**config.mk**
```make
export PLATFORM = sky130hd
export DESIGN_NAME = fnpa_accumulator
export DESIGN_NICKNAME = d
export VERILOG_FILES = /design/src/hdl/fnpa_pkg.sv /design/src/hdl/fnpa_ctl_if.sv /design/src/hdl/fnpa_sequencer.sv /design/src/hdl/fnpa_pulse_gen.sv /design/src/hdl/fnpa_accumulator.sv
export SDC_FILE = /design/constraint.sdc
export NUM_CORES = 1
export LEC_CHECK = 0
export ABC_CLOCK_PERIOD_IN_PS = 11550
export BUFFER_PORTS_ARGS = -buffer_cell sky130_fd_sc_hd__buf_2
export CAP_MARGIN = 0
export CORE_UTILIZATION = 48
export CTS_CLUSTER_DIAMETER = 80
export CTS_CLUSTER_SIZE = 16
export DETAILED_ROUTE_END_ITERATION = 8
export GPL_TIMING_DRIVEN = 0
export PLACE_DENSITY = 0.75
export SETUP_SLACK_MARGIN = 0.05
export SYNTH_ARGS = -nofsm -noshare
export SYNTH_HDL_FRONTEND = slang
export SYNTH_SLANG_ARGS = --single-unit
```
**constraint.sdc**
```tcl
create_clock -name clk -period 11.55 [get_ports clk]
set_input_delay 2.31 -clock clk [delete_from_list [all_inputs] [get_ports clk]]
set_output_delay 2.31 -clock clk [all_outputs]
set_load 0.02 [all_outputs]
```
**src/hdl/fnpa_pkg.sv**
```systemverilog
// Shared constants and types of the fractional-N phase accumulator
package fnpa_pkg;

  // ==========================================================
  // Timing
  localparam int unsigned CLK_HZ = 32'h0131_2d00; // 20 MHz system clock
  localparam int unsigned REF_HZ = 32'h0001_86a0; // 100 kHz loop reference
  // Cycles per reference period, derived from the two rates
  localparam int unsigned REF_PERIOD_CYC = CLK_HZ / REF_HZ;

  // ==========================================================
  // Sequencer program
  localparam int unsigned STEP_COUNT = 32'h0000_0011; // Seventeen steps
  localparam logic [4:0] ADDR_RST = 5'h00;            // First program step
  localparam logic [4:0] LAST_STEP = 5'h10;           // Index of the halt

  // ==========================================================
  // Datapath constants
  localparam logic [3:0] PW_TERMINAL = 4'hf; // Width counter end count
  localparam logic [4:0] BCD_BASE = 5'h0a;   // Decimal radix
  localparam logic [3:0] DIGIT_RST = 4'h0;   // Accumulator digit at reset
  localparam logic [2:0] PULSE_IDLE = 3'h7;  // All correction pulses high

  // ==========================================================
  // Register map (byte offsets) and fields
  localparam int unsigned AV_ADDR_W = 32'h0000_0004;
  localparam logic [3:0] REG_CTRL = 4'h0;   // Control
  localparam logic [3:0] REG_FRAC = 4'h4;   // Fractional digits
  localparam logic [3:0] REG_STATUS = 4'h8; // Status and accumulator
  localparam int unsigned CTRL_EN_BIT = 32'h0;
  localparam int unsigned ST_RUN_BIT = 32'h0;
  localparam int unsigned ST_NDC_BIT = 32'h1;
  localparam int unsigned ST_OVR_BIT = 32'h2;
  localparam int unsigned ST_BUSY_BIT = 32'h3;
  localparam int unsigned ST_ACC_LSB = 32'h4;
  localparam logic CTRL_EN_RST = 1'b0;
  localparam logic [11:0] FRAC_RST = 12'h000;

  // ==========================================================
  // Control words
  typedef enum logic [2:0] {
    OP_ADD,   // Add selected digit, capture, shift
    OP_CARRY, // Publish decimal carry as divide select
    OP_LOAD,  // Load width counter, start a pulse
    OP_WAIT,  // Hold until the pulse ends
    OP_ROT,   // Rotate chain to bring next digit low
    OP_NOP,   // Idle step
    OP_HALT   // Stop until the next period
  } fnpa_op_t;

  typedef struct packed {
    fnpa_op_t op;    // Operation
    logic [1:0] idx; // Digit or pulse index
  } fnpa_word_t;

endpackage

```
**src/hdl/fnpa_ctl_if.sv**
```systemverilog
// Control-word carrier between sequencer, datapath and pulse former
`timescale 1ns/1ps
interface fnpa_ctl_if;
  import fnpa_pkg::*;

  logic valid;      // Sequencer is issuing a step
  fnpa_word_t word; // Current control word
  logic busy;       // A correction pulse is in progress

  modport seq (output valid, output word, input busy);
  modport dp (input valid, input word, input busy);
  modport pg (input valid, input word, output busy);
endinterface

```
**src/hdl/fnpa_sequencer.sv**
```systemverilog
// Address generator and program table of the control sequencer
`timescale 1ns/1ps
module fnpa_sequencer (
  input wire logic clk,  // System clock
  input wire logic srst, // Synchronous reset
  input wire logic ce,   // Clock enable
  input wire logic start, // Period-end restart pulse
  fnpa_ctl_if.seq ctl    // Control words out
);
  import fnpa_pkg::*;

  // ==========================================================
  // Program table
  // Pulse for channel 2 first; rotations bring each digit low in turn
  localparam fnpa_word_t PROG [STEP_COUNT] = '{
    '{OP_ADD, 2'h0}, '{OP_ADD, 2'h1}, '{OP_ADD, 2'h2},
    '{OP_CARRY, 2'h0},
    '{OP_LOAD, 2'h2}, '{OP_WAIT, 2'h0}, '{OP_ROT, 2'h0},
    '{OP_LOAD, 2'h1}, '{OP_WAIT, 2'h0}, '{OP_ROT, 2'h0},
    '{OP_LOAD, 2'h0}, '{OP_WAIT, 2'h0}, '{OP_ROT, 2'h0},
    '{OP_NOP, 2'h0}, '{OP_NOP, 2'h0}, '{OP_NOP, 2'h0},
    '{OP_HALT, 2'h0}
  };

  logic [4:0] addr; // Step address
  logic running;    // Address generator enabled

  // ==========================================================
  // Address generator
  always_ff @(posedge clk) begin
    if (srst) begin
      addr <= ADDR_RST;
      running <= 1'b0;
    end else if (ce) begin
      if (start) begin
        addr <= ADDR_RST;
        running <= 1'b1;
      end else if (running) begin
        if (PROG[addr].op == OP_HALT) begin
          addr <= ADDR_RST;
          running <= 1'b0;
        end else if (!(PROG[addr].op == OP_WAIT && ctl.busy)) begin
          addr <= addr + 5'h01;
        end
      end
    end
  end

  // Words come straight from the table while enabled
  assign ctl.valid = running;
  assign ctl.word = PROG[addr];

endmodule // fnpa_sequencer

```
**src/hdl/fnpa_pulse_gen.sv**
```systemverilog
// Digital-to-pulse converter with its width counter
`timescale 1ns/1ps
module fnpa_pulse_gen (
  input wire logic clk,        // System clock
  input wire logic srst,       // Synchronous reset
  input wire logic ce,         // Clock enable
  input wire logic abort,      // Period restart ends any pulse
  input wire logic psc_edge,   // Prescaled clock rising edge
  input wire logic [3:0] digit, // Lowest accumulator digit
  fnpa_ctl_if.pg ctl,          // Control words in
  output logic [2:0] pulse_n   // Correction pulses, low active
);
  import fnpa_pkg::*;

  logic [3:0] cnt; // Width counter
  logic busy;      // Pulse running

  // ==========================================================
  // Width counter: runs from the complement up to the end count
  always_ff @(posedge clk) begin
    if (srst) begin
      cnt <= DIGIT_RST;
      busy <= 1'b0;
      pulse_n <= PULSE_IDLE;
    end else if (ce) begin
      if (abort) begin
        // A stalled prescaler must not hang the next period
        busy <= 1'b0;
        pulse_n <= PULSE_IDLE;
      end else if (ctl.valid && ctl.word.op == OP_LOAD) begin
        cnt <= ~digit;
        busy <= 1'b1;
        pulse_n <= ~(3'h1 << ctl.word.idx);
      end else if (busy && psc_edge) begin
        if (cnt == PW_TERMINAL) begin
          cnt <= DIGIT_RST;
          busy <= 1'b0;
          pulse_n <= PULSE_IDLE;
        end else begin
          cnt <= cnt + 4'h1;
        end
      end
    end
  end

  assign ctl.busy = busy;

endmodule // fnpa_pulse_gen

```
**src/hdl/fnpa_accumulator.sv**
```systemverilog
// Top of the BCD phase accumulator with its Avalon register slave
//
// Design decisions made here: the Avalon-MM slave port and the register addresses.
`timescale 1ns/1ps

// Operation
// - Per period, compute phase and drive outputs
// - Control words come from program table
// - Seventeen steps per period, last halts
// - Halt resets and disables address generator
// - Period-end pulse restarts the sequence
// - Accumulator grows by fraction each period
// - Unity reached asserts divide-minus-one select
// - Lowest digit selected first each period
// - Digit plus lowest register into top
// - Capture shifts top to mid, mid to low
// - Repeat for digits one and two
// - Pulses emitted in order three, two, one
// - Counter end at fifteen ends pulse
// - Counter loaded with complemented low digit
// - Counter clocked by prescaled oscillator clock
// - Width is ten times digit plus one
module fnpa_accumulator #(
  parameter int unsigned SYNC_STAGES = 2 // Pin synchroniser depth
) (
  input wire logic clk,  // 20 MHz clock
  input wire logic srst, // Synchronous reset, high
  input wire logic ce,   // Clock enable, freezes all state but the period reset of steps_seen and loads_seen
  input wire logic [fnpa_pkg::AV_ADDR_W-1:0] avs_address, // Byte address
  input wire logic avs_read,  // Read request
  input wire logic avs_write, // Write request
  input wire logic [31:0] avs_writedata, // Write data
  output logic [31:0] avs_readdata, // Read data
  output logic avs_waitrequest,     // Slave stall
  input wire logic acc_clock_pin,       // Period-end pulse, async
  input wire logic prescaled_vco_clock, // Prescaled VCO clock, async
  output logic divide_minus_one_select, // To the N-divider
  output logic [2:0] corr_pulse_n // Correction pulses, low active
);
  import fnpa_pkg::*;

  // ==========================================================
  // Elaboration checks
  if (SYNC_STAGES < 2) begin : g_bad_sync
    $error("SYNC_STAGES must be at least 2");
  end

  // ==========================================================
  // Declarations
  logic [SYNC_STAGES-1:0] acc_sync; // Period pin synchroniser
  logic [SYNC_STAGES-1:0] psc_sync; // Prescaled clock synchroniser
  logic acc_last; // Previous synchronised period level
  logic psc_last; // Previous synchronised prescaled level
  logic start;    // Period restart
  logic psc_edge; // Prescaled clock edge
  logic ctrl_en;  // Software enable
  logic [11:0] frac; // Fractional digits, low digit in low nibble
  logic ovr;      // Period ended before halt, sticky
  logic ack;      // Second cycle of a bus access
  logic req;      // Bus request present
  logic [3:0] accum_low_register; // Lowest accumulator digit
  logic [3:0] accum_mid_register; // Middle digit
  logic [3:0] accum_top_register; // Top digit
  logic carry;    // Decimal carry between digits
  logic [3:0] sel_digit;  // Multiplexer output
  logic [4:0] bcd_raw;    // Binary sum before correction
  logic [3:0] bcd_sum;    // Corrected digit
  logic bcd_cout;         // Decimal carry out
  logic [2:0] pulse_n;    // Pulse former output
  fnpa_ctl_if ctl ();     // Control word carrier

  wire [3:0] frac_digit_low = frac[3:0];
  wire [3:0] frac_digit_mid = frac[7:4];
  wire [3:0] frac_digit_high = frac[11:8];

  // ==========================================================
  // Pin synchronisers and edge detect
  // Both pins are asynchronous; only the last stage is looked at
  always_ff @(posedge clk) begin
    if (srst) begin
      acc_sync <= '0;
      psc_sync <= '0;
      acc_last <= 1'b0;
      psc_last <= 1'b0;
    end else if (ce) begin
      acc_sync <= {acc_sync[SYNC_STAGES-2:0], acc_clock_pin};
      psc_sync <= {psc_sync[SYNC_STAGES-2:0], prescaled_vco_clock};
      acc_last <= acc_sync[SYNC_STAGES-1];
      psc_last <= psc_sync[SYNC_STAGES-1];
    end
  end

  // One restart per reference period, only while enabled
  assign start = acc_sync[SYNC_STAGES-1] & ~acc_last & ctrl_en;
  assign psc_edge = psc_sync[SYNC_STAGES-1] & ~psc_last;

  // ==========================================================
  // Sequencer and pulse former
  fnpa_sequencer u_seq (
    .clk(clk),
    .srst(srst),
    .ce(ce),
    .start(start),
    .ctl(ctl.seq)
  );

  fnpa_pulse_gen u_pulse (
    .clk(clk),
    .srst(srst),
    .ce(ce),
    .abort(start),
    .psc_edge(psc_edge),
    .digit(accum_low_register),
    .ctl(ctl.pg),
    .pulse_n(pulse_n)
  );

  assign corr_pulse_n = pulse_n;

  // ==========================================================
  // Input multiplexer and BCD adder
  always_comb begin
    case (ctl.word.idx)
      2'h0: sel_digit = frac_digit_low;
      2'h1: sel_digit = frac_digit_mid;
      default: sel_digit = frac_digit_high;
    endcase
  end

  always_comb begin
    // Carry-in is dropped on the first digit of a period
    bcd_raw = {1'b0, sel_digit} + {1'b0, accum_low_register} +
              {4'h0, carry & (ctl.word.idx != 2'h0)};
    bcd_cout = (bcd_raw >= BCD_BASE);
    bcd_sum = bcd_cout ? 4'(bcd_raw - BCD_BASE) : bcd_raw[3:0];
  end

  // ==========================================================
  // Accumulator chain
  always_ff @(posedge clk) begin
    if (srst) begin
      accum_low_register <= DIGIT_RST;
      accum_mid_register <= DIGIT_RST;
      accum_top_register <= DIGIT_RST;
      carry <= 1'b0;
    end else if (ce && ctl.valid) begin
      if (ctl.word.op == OP_ADD) begin
        accum_top_register <= bcd_sum;
        accum_mid_register <= accum_top_register;
        accum_low_register <= accum_mid_register;
        carry <= bcd_cout;
      end else if (ctl.word.op == OP_ROT) begin
        // Three rotations restore the chain by period end
        accum_top_register <= accum_low_register;
        accum_mid_register <= accum_top_register;
        accum_low_register <= accum_mid_register;
      end else if (ctl.word.op == OP_CARRY) begin
        carry <= 1'b0;
      end
    end
  end

  // ==========================================================
  // Divide select: held for the whole period
  always_ff @(posedge clk) begin
    if (srst) begin
      divide_minus_one_select <= 1'b0;
    end else if (ce && ctl.valid && ctl.word.op == OP_CARRY) begin
      divide_minus_one_select <= carry;
    end
  end

  // ==========================================================
  // Avalon slave: one wait state, then data or write
  assign req = avs_read | avs_write;

  always_ff @(posedge clk) begin
    if (srst) begin
      ack <= 1'b0;
      avs_waitrequest <= 1'b1;
    end else if (ce) begin
      ack <= req & ~ack;
      avs_waitrequest <= ~(req & ~ack);
    end
  end

  // Read data is built in the first cycle and stands in the second
  always_ff @(posedge clk) begin
    if (srst) begin
      avs_readdata <= 32'h0000_0000;
    end else if (ce && avs_read && !ack) begin
      if (avs_address == REG_CTRL) begin
        avs_readdata <= {31'h0, ctrl_en};
      end else if (avs_address == REG_FRAC) begin
        avs_readdata <= {20'h0_0000, frac};
      end else if (avs_address == REG_STATUS) begin
        avs_readdata <= {16'h0000, accum_top_register, accum_mid_register,
                         accum_low_register, ctl.busy, ovr,
                         divide_minus_one_select, ctl.valid};
      end else begin
        avs_readdata <= 32'h0000_0000; // Unmapped reads zero
      end
    end
  end

  // Control and fraction registers
  always_ff @(posedge clk) begin
    if (srst) begin
      ctrl_en <= CTRL_EN_RST;
      frac <= FRAC_RST;
    end else if (ce && avs_write && ack) begin
      if (avs_address == REG_CTRL) begin
        ctrl_en <= avs_writedata[CTRL_EN_BIT];
      end else if (avs_address == REG_FRAC) begin
        frac <= avs_writedata[11:0];
      end
    end
  end

  // Overrun: restart while still sequencing; set wins over clear
  always_ff @(posedge clk) begin
    if (srst) begin
      ovr <= 1'b0;
    end else if (ce) begin
      if (start && ctl.valid) begin
        ovr <= 1'b1;
      end else if (avs_write && ack && avs_address == REG_STATUS &&
                   avs_writedata[ST_OVR_BIT]) begin
        ovr <= 1'b0;
      end
    end
  end

  // ==========================================================
  // Checking helpers
  logic [4:0] steps_seen; // Steps issued this period
  logic [1:0] loads_seen; // Pulses started this period
  logic [4:0] pw_edges;   // Prescaled edges during a pulse
  logic [3:0] pw_digit;   // Digit loaded for the pulse

  always_ff @(posedge clk) begin
    if (srst || start) begin
      steps_seen <= 5'h00;
      loads_seen <= 2'h0;
    end else if (ce && ctl.valid) begin
      if (!(ctl.word.op == OP_WAIT && ctl.busy) &&
          ctl.word.op != OP_HALT) begin
        steps_seen <= steps_seen + 5'h01;
      end
      if (ctl.word.op == OP_LOAD) begin
        loads_seen <= loads_seen + 2'h1;
      end
    end
  end

  always_ff @(posedge clk) begin
    if (srst) begin
      pw_edges <= 5'h00;
      pw_digit <= DIGIT_RST;
    end else if (ce && ctl.valid && ctl.word.op == OP_LOAD) begin
      pw_edges <= 5'h00;
      pw_digit <= accum_low_register;
    end else if (ce && ctl.busy && psc_edge) begin
      pw_edges <= pw_edges + 5'h01;
    end
  end
endmodule // fnpa_accumulator

```
# Word-level counts from Yosys, hierarchy flattened
# Memories as Yosys holds them, arrays and structs flattened.
# Index checks and enable logic that the tools add are counted.
[word_totals]
register_bits = 82
rom_bits = 160
inputBits = 43
out_inout_bits = 37
wordCells = 124
mem_count = 1
[mem_list]
columns = ["memory", "depth", "width", "read_ports", "rd_ports_with_merged_regs", "write_ports", "line", "text"]
rows = [
  ["(no name shown)", 32, 5, 1, 0, 0, "fnpa_sequencer.sv:39", "if (PROG[addr].op == OP_HALT) begin"],
]
[op_classes]
add_sub_neg = 5
order_cmp = 2
eq_ne = 11
n_shift = 1
n_mux = 36
n_bitwise = 15
reduce_logical = 33
[op_table]
columns = ["operator", "count"]
rows = [
  ["two-way mux 16 bit", 3],
  ["two-way mux 4 bit", 10],
  ["two-way mux 5 bit", 6],
  ["AND reduction 3 bit", 5],
  ["logical AND 1 bit", 13],
  ["two-way mux 1 bit", 12],
  ["two-way mux 3 bit", 4],
  ["nonzero test 2 bit", 6],
  ["== test 4 bit, second input constant", 2],
  ["one-hot mux 4 bit (2 select lines)", 1],
  ["== test 3 x 2 -> 1 bit, second input constant", 2],
  ["== test 3 bit, second input constant", 2],
  [">= comparator 6 bit, second input constant", 1],
  ["inverter 1 bit", 6],
  ["inverter 5 -> 6 bit", 1],
  ["AND reduction 2 bit", 3],
  ["nonzero test 3 bit", 2],
  ["adder 4 x 4 -> 5 bit", 1],
  ["adder 5 x 1 -> 5 bit", 1],
  ["adder 5 x 1 -> 5 bit, second input constant", 1],
  ["AND 1 bit", 5],
  [">= comparator 5 x 4 -> 1 bit, second input constant", 1],
  ["adder 4 x 1 -> 4 bit, second input constant", 1],
  ["== test 4 x 3 -> 1 bit, second input constant", 1],
  ["other kinds (13)", 13],
]

# Logic depth before layout (Yosys ltp)
# Gate-level depths: netlist of the first run.
[depth]
ltp_word = 11
depth_mapped = 19
depth_no_buf = 18

# By module
# Synthesis of the first run repeated with hierarchy kept, for this count alone.
[hier_totals]
cells_unflattened = 415
hier_area_um2 = 3465.8
[by_module_without_submodules]
columns = ["module", "instances", "cells_each", "area_per_inst_um2", "seq_area_each_um2"]
rows = [
  ["fnpa_accumulator", 1, 301, 2469.9, 1041.0],
  ["fnpa_sequencer", 1, 61, 540.5, 120.1],
  ["fnpa_pulse_gen", 1, 53, 455.4, 160.2],
]

# Worst setup path after synthesis of the first run
# Ideal clock, no wire load.
[synth_path]
path_kind = "reg-to-reg"
from = "register u_seq.addr[0]"
to = "register accum_top_register[1]"
setup_time_ps = 96
arrival_time_ps = 3778
required_time_ps = 11454
slack_ps = 7676
stages_incl_launch_ff = 20
synth_period_minus_slack_ps = 3874
cell_sequence = "dfxtp_1 -> inv_1 -> ha_1 -> mux2i_1 -> or3_1 -> clkbuf_1 -> nand2b_1 -> o22a_1 -> o21ai_0 -> fa_1 -> inv_1 -> fa_1 -> inv_1 -> ha_1 -> inv_1 -> a31o_2 -> a211oi_1 -> a21oi_1 -> and3_1 -> o41ai_2"
[synth_via]
elab_chain_len = 11
word_cells_on_any_way = 19
cone_classes = "add/sub (3); order compare (1); eq/ne (2); mux (5); bitwise (2); reduce/logical (5); memory (1)"
[synth_rtl]
columns = ["item", "line", "text"]
rows = [
  ["start, declared", "fnpa_sequencer.sv:25", "logic [4:0] addr;"],
  ["start signal, assigned", "fnpa_sequencer.sv:43", "addr <= addr + 5'h01;"],
  ["inverter 5 -> 6 bit (not written as such) (*)", "fnpa_sequencer.sv:51", "assign ctl.word = PROG[addr];"],
  ["memory (32 x 5 bit) (*)", "-", ""],
  ["two-way mux 5 bit (not written as such) (*) (2 in a row)", "fnpa_sequencer.sv:51", ""],
  ["== test 2 x 1 -> 1 bit or zero test 2 bit (tied branches)", "fnpa_accumulator.sv:123", "case (ctl.word.idx)"],
  ["one-hot mux 4 bit (2 select lines)", "fnpa_accumulator.sv:123", ""],
  ["adder 4 x 4 -> 5 bit", "fnpa_accumulator.sv:132", "bcd_raw = {1'b0, sel_digit} + {1'b0, accum_low_register} +"],
  ["adder 5 x 1 -> 5 bit", "fnpa_accumulator.sv:132", ""],
  ["subtractor 4 bit or >= comparator 5 x 4 -> 1 bit (tied branches)", "fnpa_accumulator.sv:135, fnpa_accumulator.sv:134", ""],
  ["two-way mux 4 bit", "fnpa_accumulator.sv:135", "bcd_sum = bcd_cout ? 4'(bcd_raw - BCD_BASE) : bcd_raw[3:0];"],
  ["two-way mux 4 bit", "fnpa_accumulator.sv:147", "if (ctl.word.op == OP_ADD) begin"],
  ["end signal, assigned", "fnpa_accumulator.sv:148", "accum_top_register <= bcd_sum;"],
  ["end signal, assigned", "fnpa_accumulator.sv:154", "accum_top_register <= accum_low_register;"],
  ["end, declared", "fnpa_accumulator.sv:63", "logic [3:0] accum_top_register;"],
]
# Every way passes the cells marked *; elsewhere a longest branch is shown, timed or not. The select of a mux whose other input is x is not followed.
# A chain may end at the register's enable or synchronous reset.

# Worst setup path in the final report of the first run
# Same ends and word-level chain as after synthesis.

==> results of run 1 <==
layout by cell type (no fill, tap or decap), types with 4 or more instances in the layout:
master | netlist | final
clkbuf_1 | 13 | 13
buf_2 | 7 | 49
conb_1 | 1 | 16
nand3_1 | 10 | 10
nor2_1 | 42 | 42
a221oi_1 | 11 | 11
nand2_1 | 64 | 64
o21ai_0 | 10 | 10
dfxtp_1 | 66 | 66
nand2b_1 | 7 | 7
a21oi_1 | 34 | 34
buf_4 | 16 | 16
or3_1 | 5 | 5
clkbuf_8 | 0 | 9
inv_1 | 10 | 10
nor2b_1 | 6 | 6
ha_1 | 12 | 12
mux2i_1 | 15 | 15
nor3_1 | 23 | 23
clkinv_2 | 0 | 4
tightest hold or removal path, delay by kind of cell (launching register included):
| kind | cells | cell delay [ns] |
|---|---|---|
| simple gates | 1 | 0.05 |
| compound gates | 1 | 0.05 |
| flops | 1 | 0.31 |
sequential cells by signal, summed over array words and instances (netlist names), 2 cells and up:
signal,cells
avs_readdata,16
frac,12
u_seq.addr,5
accum_low_register,4
accum_mid_register,4
accum_top_register,4
u_pulse.cnt,4
u_pulse.pulse_n,3
acc_sync,2
psc_sync,2
kinds of logic (layout without fill, tap and decap cells):
group                      Yosys count  count (layout)  share of synthesized area
AOI/OAI and AO/OA                   97              97                      0.191
xor gates and xnor gates             1               1                    0.00247
adders and majority gates           14              14                     0.0535
buffers and inverters               53             110                     0.0817
DFF                                 66              66                      0.372
muxes                               17              17                     0.0518
other                                1              16                    0.00106
and+or+nand+nor                    181             181                      0.247
Yosys cell counts, drive strengths merged, types with 2 or more instances:
master	number
nor4	2
dfxtp	66
clkbuf	13
a211oi	5
a22oi	2
nand2	64
nand3	10
inv	11
nor2	43
and3b	2
a31oi	2
a41oi	3
nor2b	6
o211ai	4
buf	29
or3	5
nor4b	2
a211o	2
nand2b	7
o32ai	2
and3	2
a21boi	2
mux2i	15
o22ai	3
nand3b	3
o21ai	12
a21oi	36
nor3	25
nor3b	3
fa	2
o21a	2
and2	2
ha	12
a221oi	11
a311oi	2
metal layers:
layer	share of wire	GRT usage	up-vias	wire, um
met3	0.059	0.0415	23	520
met2	0.45	0.394	127	3970
met5	0	0	-	0
met1	0.46	0.319	1483	4020
met4	0.028	0.125	0	241
li1	-	-	1623	-
worst paths after layout:
| check | depth (start not counted) | to | startpoint | slack, ns |
|---|---|---|---|---|
| worst min-delay path | 2 | avs_readdata[14]$_SDFFE_PP0P_ | avs_readdata[14]$_SDFFE_PP0P_ | 0.45 |
| worst min register to register | 2 | avs_readdata[14]$_SDFFE_PP0P_ | avs_readdata[14]$_SDFFE_PP0P_ | 0.45 |
| worst max register to register | 19 | accum_top_register[1]$_SDFFE_PP0P_ | u_seq.addr[0]$_SDFFE_PP0P_ | 7.09 |
| worst max-delay path | 19 | accum_top_register[1]$_SDFFE_PP0P_ | u_seq.addr[0]$_SDFFE_PP0P_ | 7.09 |
area by class of cell:
type / count / area [um2] / share of cell area
clock buffer: 9 / 124 / 0.0301
inverter: 11 / 41.3 / 0.0100
tap: 96 / 120 / 0.0291
timing repair buffer: 42 / 210 / 0.0510
clock inverter: 6 / 58.8 / 0.0143
buffer: 42 / 249 / 0.0604
sequential: 66 / 1320 / 0.321
multi-input combinational: 326 / 2000 / 0.485
report_power, final:
part           total (mW)  leakage (nW)  internal, mW  switching [mW]
logic              0.0385          1.01        0.0140          0.0246
clock network       0.185        0.0986        0.0972          0.0880
registers           0.233         0.534         0.231         0.00197
stage by stage:
stage | std cells | utilization
6_report | 598 | 0.590
5_1_grt | 598 | 0.590
4_1_cts | 598 | 0.590
3_5_place_dp | 583 | 0.564
3_3_place_gp | 583 | 0.564
2_1_floorplan | 445 | -
==> results.py, run 1 <==
metrics = {
    "routing": {
        "vias": 3256,
        "drc_errors": 0,
        "drt_iter0_drc": 186,
        "vias_per_cell": 5.44,
        "wl_per_cell_um": 14.6,
        "ant_nets": 0,
        "drt-pass1-iter-count": 4,
        "drt-total-wl_um": 8750,
    },
    "worst_setup_path": {
        "crit_fanout": 6,
        "cp_slowest_cell": "dfxtp_1",
        "cp_common_cell": "inv_1",
        "crit_buf_inv": 4,
        "crit_type": "reg -> reg",
        "crit_chain": "inv_1 -> ha_1 -> mux2i_1 -> or3_1 -> clkbuf_1 -> nand2b_1 -> o22a_1 -> o21ai_0 -> fa_1 -> inv_1 -> fa_1 -> xnor2_1 -> ha_1 -> inv_1 -> a31o_2 -> a211oi_1 -> a21oi_1 -> and3_1 -> o41ai_2",
        "arrival_ns": 4.70,
        "max_stage_delay_ns": 0.42,
        "cp_top_family": "compound AO/OA/AOI/OAI gates",
        "crit_required_ns": 11.80,
        "cp-end-kind": "register",
        "start_kind": "register",
    },
    "job": {
        "cap_viol_max_count": 0,
    },
    "floorplanning": {
        "die_area_um2": 7750,
        "die_width_um": 88.0,
        "die_h_um": 88.0,
        "core_um2": 6980,
        "initial_utilization": 0.509,
        "num_rows": 30,
        "ios": 80,
    },
    "synthesis": {
        "syn_area_per_cell_um2": 8.26,
        "synth_seq_cells": 66,
        "async_flop_share": 0,
        "synth.cell_area_um2": 3550,
        "netlist_instances": 430,
        "synthTopCellsByArea": "dfxtp_1 (37%), nand2_1 (6.8%), a21oi_1 (4.8%), nor2_1 (4.4%), ha_1 (4.2%)",
        "yosysUniqueCellTypes": 65,
        "yosysTopAreaCell": "dfxtp_1",
        "ys_seq_area_frac": 0.372,
        "synth-edff-count": 0,
        "yosys_warnings": 0,
        "synth_top_area_share": 0.372,
        "ys.flop_type": "dfxtp_1",
    },
    "clock_tree": {
        "cts_tree": "yes",
        "cts.hold.buffers_added": 0,
        "clock_latency_ns": 0.34,
        "cts_resized": 0,
        "cts.sink_count": 66,
        "htreeDepth": 3,
        "path_clk_slew_ns": 0.07,
        "cts_made_buffers": 9,
        "postCtsSetupBuffers": 0,
        "cts_root_buf": "clkbuf_8",
        "cts_buffer_depth": 2,
    },
    "layout": {
        "syn_to_final_growth_pct": 16.0,
        "drive_gt1_frac": 0.203,
        "final_nets": 555,
        "finalInstanceArea_um2": 4120,
        "diodes": 0,
        "nFillCells": 655,
    },
    "pwr": {
        "p_leak_nw": 1.65,
        "ir_worst_vdd_mv": 0.0759,
        "p_total_uw": 457,
        "power_density_nw_per_um2": 111,
    },
    "outcome": {
        "status": "finished, final reports clean",
    },
    "sta": {
        "slew_headroom": 0.178,
        "hold_slack_ns": 0.450,
        "clock_skew_ns": 0.00850,
        "layout_setup_ws_ns": 7.09,
        "rsz0062_at_grt": "no",
        "fin_crit_ns": 4.46,
        "worstMarginPinSlew_ns": 1.22,
        "hold_viol": 0,
        "setup_viol": 0,
        "max_freq_mhz": 224,
        "min_period_over_period": 0.386,
        "drv_slew": 0,
        "fin_setup_tns_ns": 0,
    },
    "global_routing": {
        "grt_max_degree": 12,
        "grt_pass1_wl_um": 14600,
        "grt_usage": 0.245,
        "gr-total-overflow": 0,
        "grt_pass1_vias": 3090,
        "antenna_found_initial": 0,
    },
    "placed_design": {
        "routabilityCongestion": 0.948,
        "preCtsSetupSlack_ns": 7.15,
        "dp_hpwl_um": 6480,
        "io_buffers": 42,
        "place_area_um2": 3940,
    },
    "hold_path": {
        "min-delay-path-class": "reg -> reg",
    },
}
No activity file was read; power rests on OpenSTA's default activity.
==> run 2, diff against run 1 <==
--- a/config.mk
+++ b/config.mk
@@ -5,7 +5,7 @@
 export SDC_FILE = /design/constraint.sdc
 export NUM_CORES = 1
 export LEC_CHECK = 0
-export ABC_CLOCK_PERIOD_IN_PS = 11550
+export ABC_CLOCK_PERIOD_IN_PS = 4100
 export BUFFER_PORTS_ARGS = -buffer_cell sky130_fd_sc_hd__buf_2
 export CAP_MARGIN = 0
 export CORE_UTILIZATION = 48
@@ -13,7 +13,7 @@
 export CTS_CLUSTER_SIZE = 16
 export DETAILED_ROUTE_END_ITERATION = 8
 export GPL_TIMING_DRIVEN = 0
-export PLACE_DENSITY = 0.75
+export PLACE_DENSITY = 0.78
 export SETUP_SLACK_MARGIN = 0.05
 export SYNTH_ARGS = -nofsm -noshare
 export SYNTH_HDL_FRONTEND = slang
==> constraint.sdc (replaced) <==
create_clock -name clk -period 4.1 [get_ports clk]
set_input_delay 0.82 -clock clk [delete_from_list [all_inputs] [get_ports clk]]
set_output_delay 0.82 -clock clk [all_outputs]
set_load 0.02 [all_outputs]
==> run 2 against run 1 <==
  * Routed wire length increased by 8.3%
  * Hold slack worse by 0.0013 ns
  * Non-clock buffer count up 8
  * Worst setup slack worse by 6.8 ns
  * First-iteration DRC count rose by 50%
  * Fmax rose by 16%
  * Count of clock-buffer cells in the layout increased by 3
  * Largest power group unchanged
==> results.py, run 2 (same netlist as run 1, synthesis figures left out) <==
metrics = {
    "outcome": {
        "status": "finished, final reports clean",
    },
    "clock_tree": {
        "cts_buffer_depth": 2,
        "cts.hold.buffers_added": 0,
        "clock_latency_ns": 0.35,
        "cts_made_buffers": 9,
        "cts_tree": "yes",
        "htreeDepth": 3,
        "cts_root_buf": "clkbuf_8",
        "cts.sink_count": 66,
        "path_clk_slew_ns": 0.07,
    },
    "routing": {
        "drt-pass1-iter-count": 5,
        "vias": 3404,
        "wl_per_cell_um": 15.7,
        "ant_nets": 0,
        "drc_errors": 0,
        "drt-total-wl_um": 9480,
        "drt_iter0_drc": 279,
        "vias_per_cell": 5.63,
    },
    "layout": {
        "register_area_um2": 1330,
        "mostFrequentLayoutCell": "dfxtp_1",
        "instances_no_fill": 605,
        "syn_to_final_growth_pct": 20.0,
        "reg_top3": "avs_readdata (16), frac (12), u_seq.addr (5)",
        "nFillCells": 629,
        "largest_reg_flops": 16,
        "multi_input_area_um2": 2070,
        "final_cell_mix": "dfxtp_1 (64), nand2_1 (63), buf_2 (49), nor2_1 (42), a21oi_1 (33)",
        "finish.utilization": 0.610,
        "diodes": 0,
        "final_nets": 563,
        "drive_gt1_frac": 0.250,
        "largest_register": "avs_readdata",
    },
    "sta": {
        "max_freq_mhz": 259,
        "worstMarginPinSlew_ns": 1.35,
        "setup_viol": 0,
        "layout_setup_ws_ns": 0.243,
        "clock_skew_ns": 0.00501,
        "slew_headroom": 0.0904,
        "rsz0062_at_grt": "no",
        "fin_crit_ns": 3.86,
        "drv_slew": 0,
        "hold_viol": 0,
        "min_period_over_period": 0.941,
    },
    "worst_setup_path": {
        "max_stage_delay_ns": 0.45,
        "r2r_start": "u_seq.addr[1]$_SDFFE_PP0P_",
        "crit_required_ns": 4.36,
        "cp_top_family": "adder cells",
        "arrival_ns": 4.11,
        "cp-end-kind": "register",
        "cp-startpoint": "u_seq.addr[1]$_SDFFE_PP0P_",
        "cp_common_cell": "inv_1",
        "start_kind": "register",
        "crit_type": "reg -> reg",
        "cp_slowest_cell": "fa_1",
        "crit_chain": "ha_1 -> mux2i_1 -> nor3_2 -> nand2_2 -> o22a_1 -> o21ai_1 -> fa_2 -> inv_1 -> fa_1 -> xnor2_2 -> ha_2 -> inv_1 -> a31o_2 -> a211oi_2 -> a21oi_2 -> and3_4 -> o41ai_2",
        "crit_fanout": 6,
        "crit_buf_inv": 2,
    },
    "pwr": {
        "combPwrFrac": 0.088,
        "power_frac_seq": 0.522,
        "switching_share": 0.256,
        "intPower_uw": 936,
        "ir_worst_vdd_mv": 0.259,
        "p_total_mw": 1.26,
        "p_clk_frac": 0.390,
        "p_switching_uw": 322,
        "power_density_nw_per_um2": 295,
        "p_leak_nw": 1.68,
    },
    "floorplanning": {
        "initial_utilization": 0.509,
        "die_width_um": 88.0,
        "die_area_um2": 7750,
        "num_rows": 30,
        "core_um2": 6980,
        "ios": 80,
        "die_h_um": 88.0,
    },
    "placed_design": {
        "placed_cells": 583,
        "preCtsSetupSlack_ns": -0.339,
        "dp_hpwl_um": 6830,
        "io_buffers": 42,
        "routabilityCongestion": 0.922,
    },
    "global_routing": {
        "grt_pass1_wl_um": 15100,
        "grt_usage": 0.256,
        "antenna_found_initial": 0,
        "gr-total-overflow": 0,
        "grt_max_degree": 11,
        "grt_pass1_vias": 3120,
    },
    "job": {
        "cap_viol_max_count": 0,
    },
    "hold_path": {
        "min-delay-path-class": "reg -> reg",
        "min-delay-start": "avs_readdata[13]$_SDFFE_PP0P_",
    },
}
[run 2: cell types whose count changed in the layout (fill, tap and decap cells not counted), sizes merged]
| cell | previous run | this run |
|---|---|---|
| clkbuf | 22 | 24 |
| clkinv | 5 | 2 |
| buf | 71 | 80 |
| bufinv | 1 | 0 |
[run 2: worst paths after layout]
path	endpoint	slack [ns]	depth (start not counted)
worst max-delay path	accum_top_register[1]$_SDFFE_PP0P_	0.24	17
worst min-delay path	avs_readdata[13]$_SDFFE_PP0P_	0.45	2
worst max register to register	accum_top_register[1]$_SDFFE_PP0P_	0.24	17
worst min register to register	avs_readdata[13]$_SDFFE_PP0P_	0.45	2
[run 2: repair_timing]
| action | 4_1_cts | 5_1_grt |
|---|---|---|
| pin swaps | 0 | 8 |
| setup buffers | 2 | 7 |
| resized for setup | 10 | 15 |
| endpoints found under the setup margin | 3 | 3 |
[run 2: layout make-up]
type / count / share of cell area
Buffer: 41 / 0.0575
Tap cell: 96 / 0.0282
Clock buffer: 12 / 0.0364
Timing Repair Buffer: 51 / 0.0652
Sequential cell: 66 / 0.312
Multi-Input combinational cell: 326 / 0.487
Clock inverter: 2 / 0.00323
Inverter: 11 / 0.0109
[run 2: routing by layer]
layer / track usage / wire, um / up-vias
li1: - / - / 1645
met1: 0.331 / 4260 / 1603
met2: 0.420 / 4470 / 139
met3: 0.0452 / 588 / 17
met4: 0.110 / 157 / 0
met5: 0 / 0 / -
[run 2: power groups by stage]
stage,clock network (mW),logic (mW),registers (mW)
detailed placement,0,0.109,0.672
global route,0.519,0.120,0.657
global placement,0,0.108,0.671
finish,0.491,0.110,0.656
floorplan,0,0.0645,0.680
CTS,0.491,0.109,0.657
[run 2: tightest hold or removal path, delay by kind of cell (launching register included)]
| kind | cells | cell delay (ns) |
|---|---|---|
| DFF | 1 | 0.31 |
| and+or+nand+nor | 1 | 0.05 |
| AOI/OAI and AO/OA | 1 | 0.05 |
[run 2: stage by stage]
stage	setup TNS [ns]	hold WS [ns]	area [um2]
detailed placement	-0.709	0.444	3940
CTS	0	0.453	4160
global placement	-0.378	0.441	3940
floorplan	0	0.445	3610
global route	0	0.473	4260
finish	0	0.449	4260
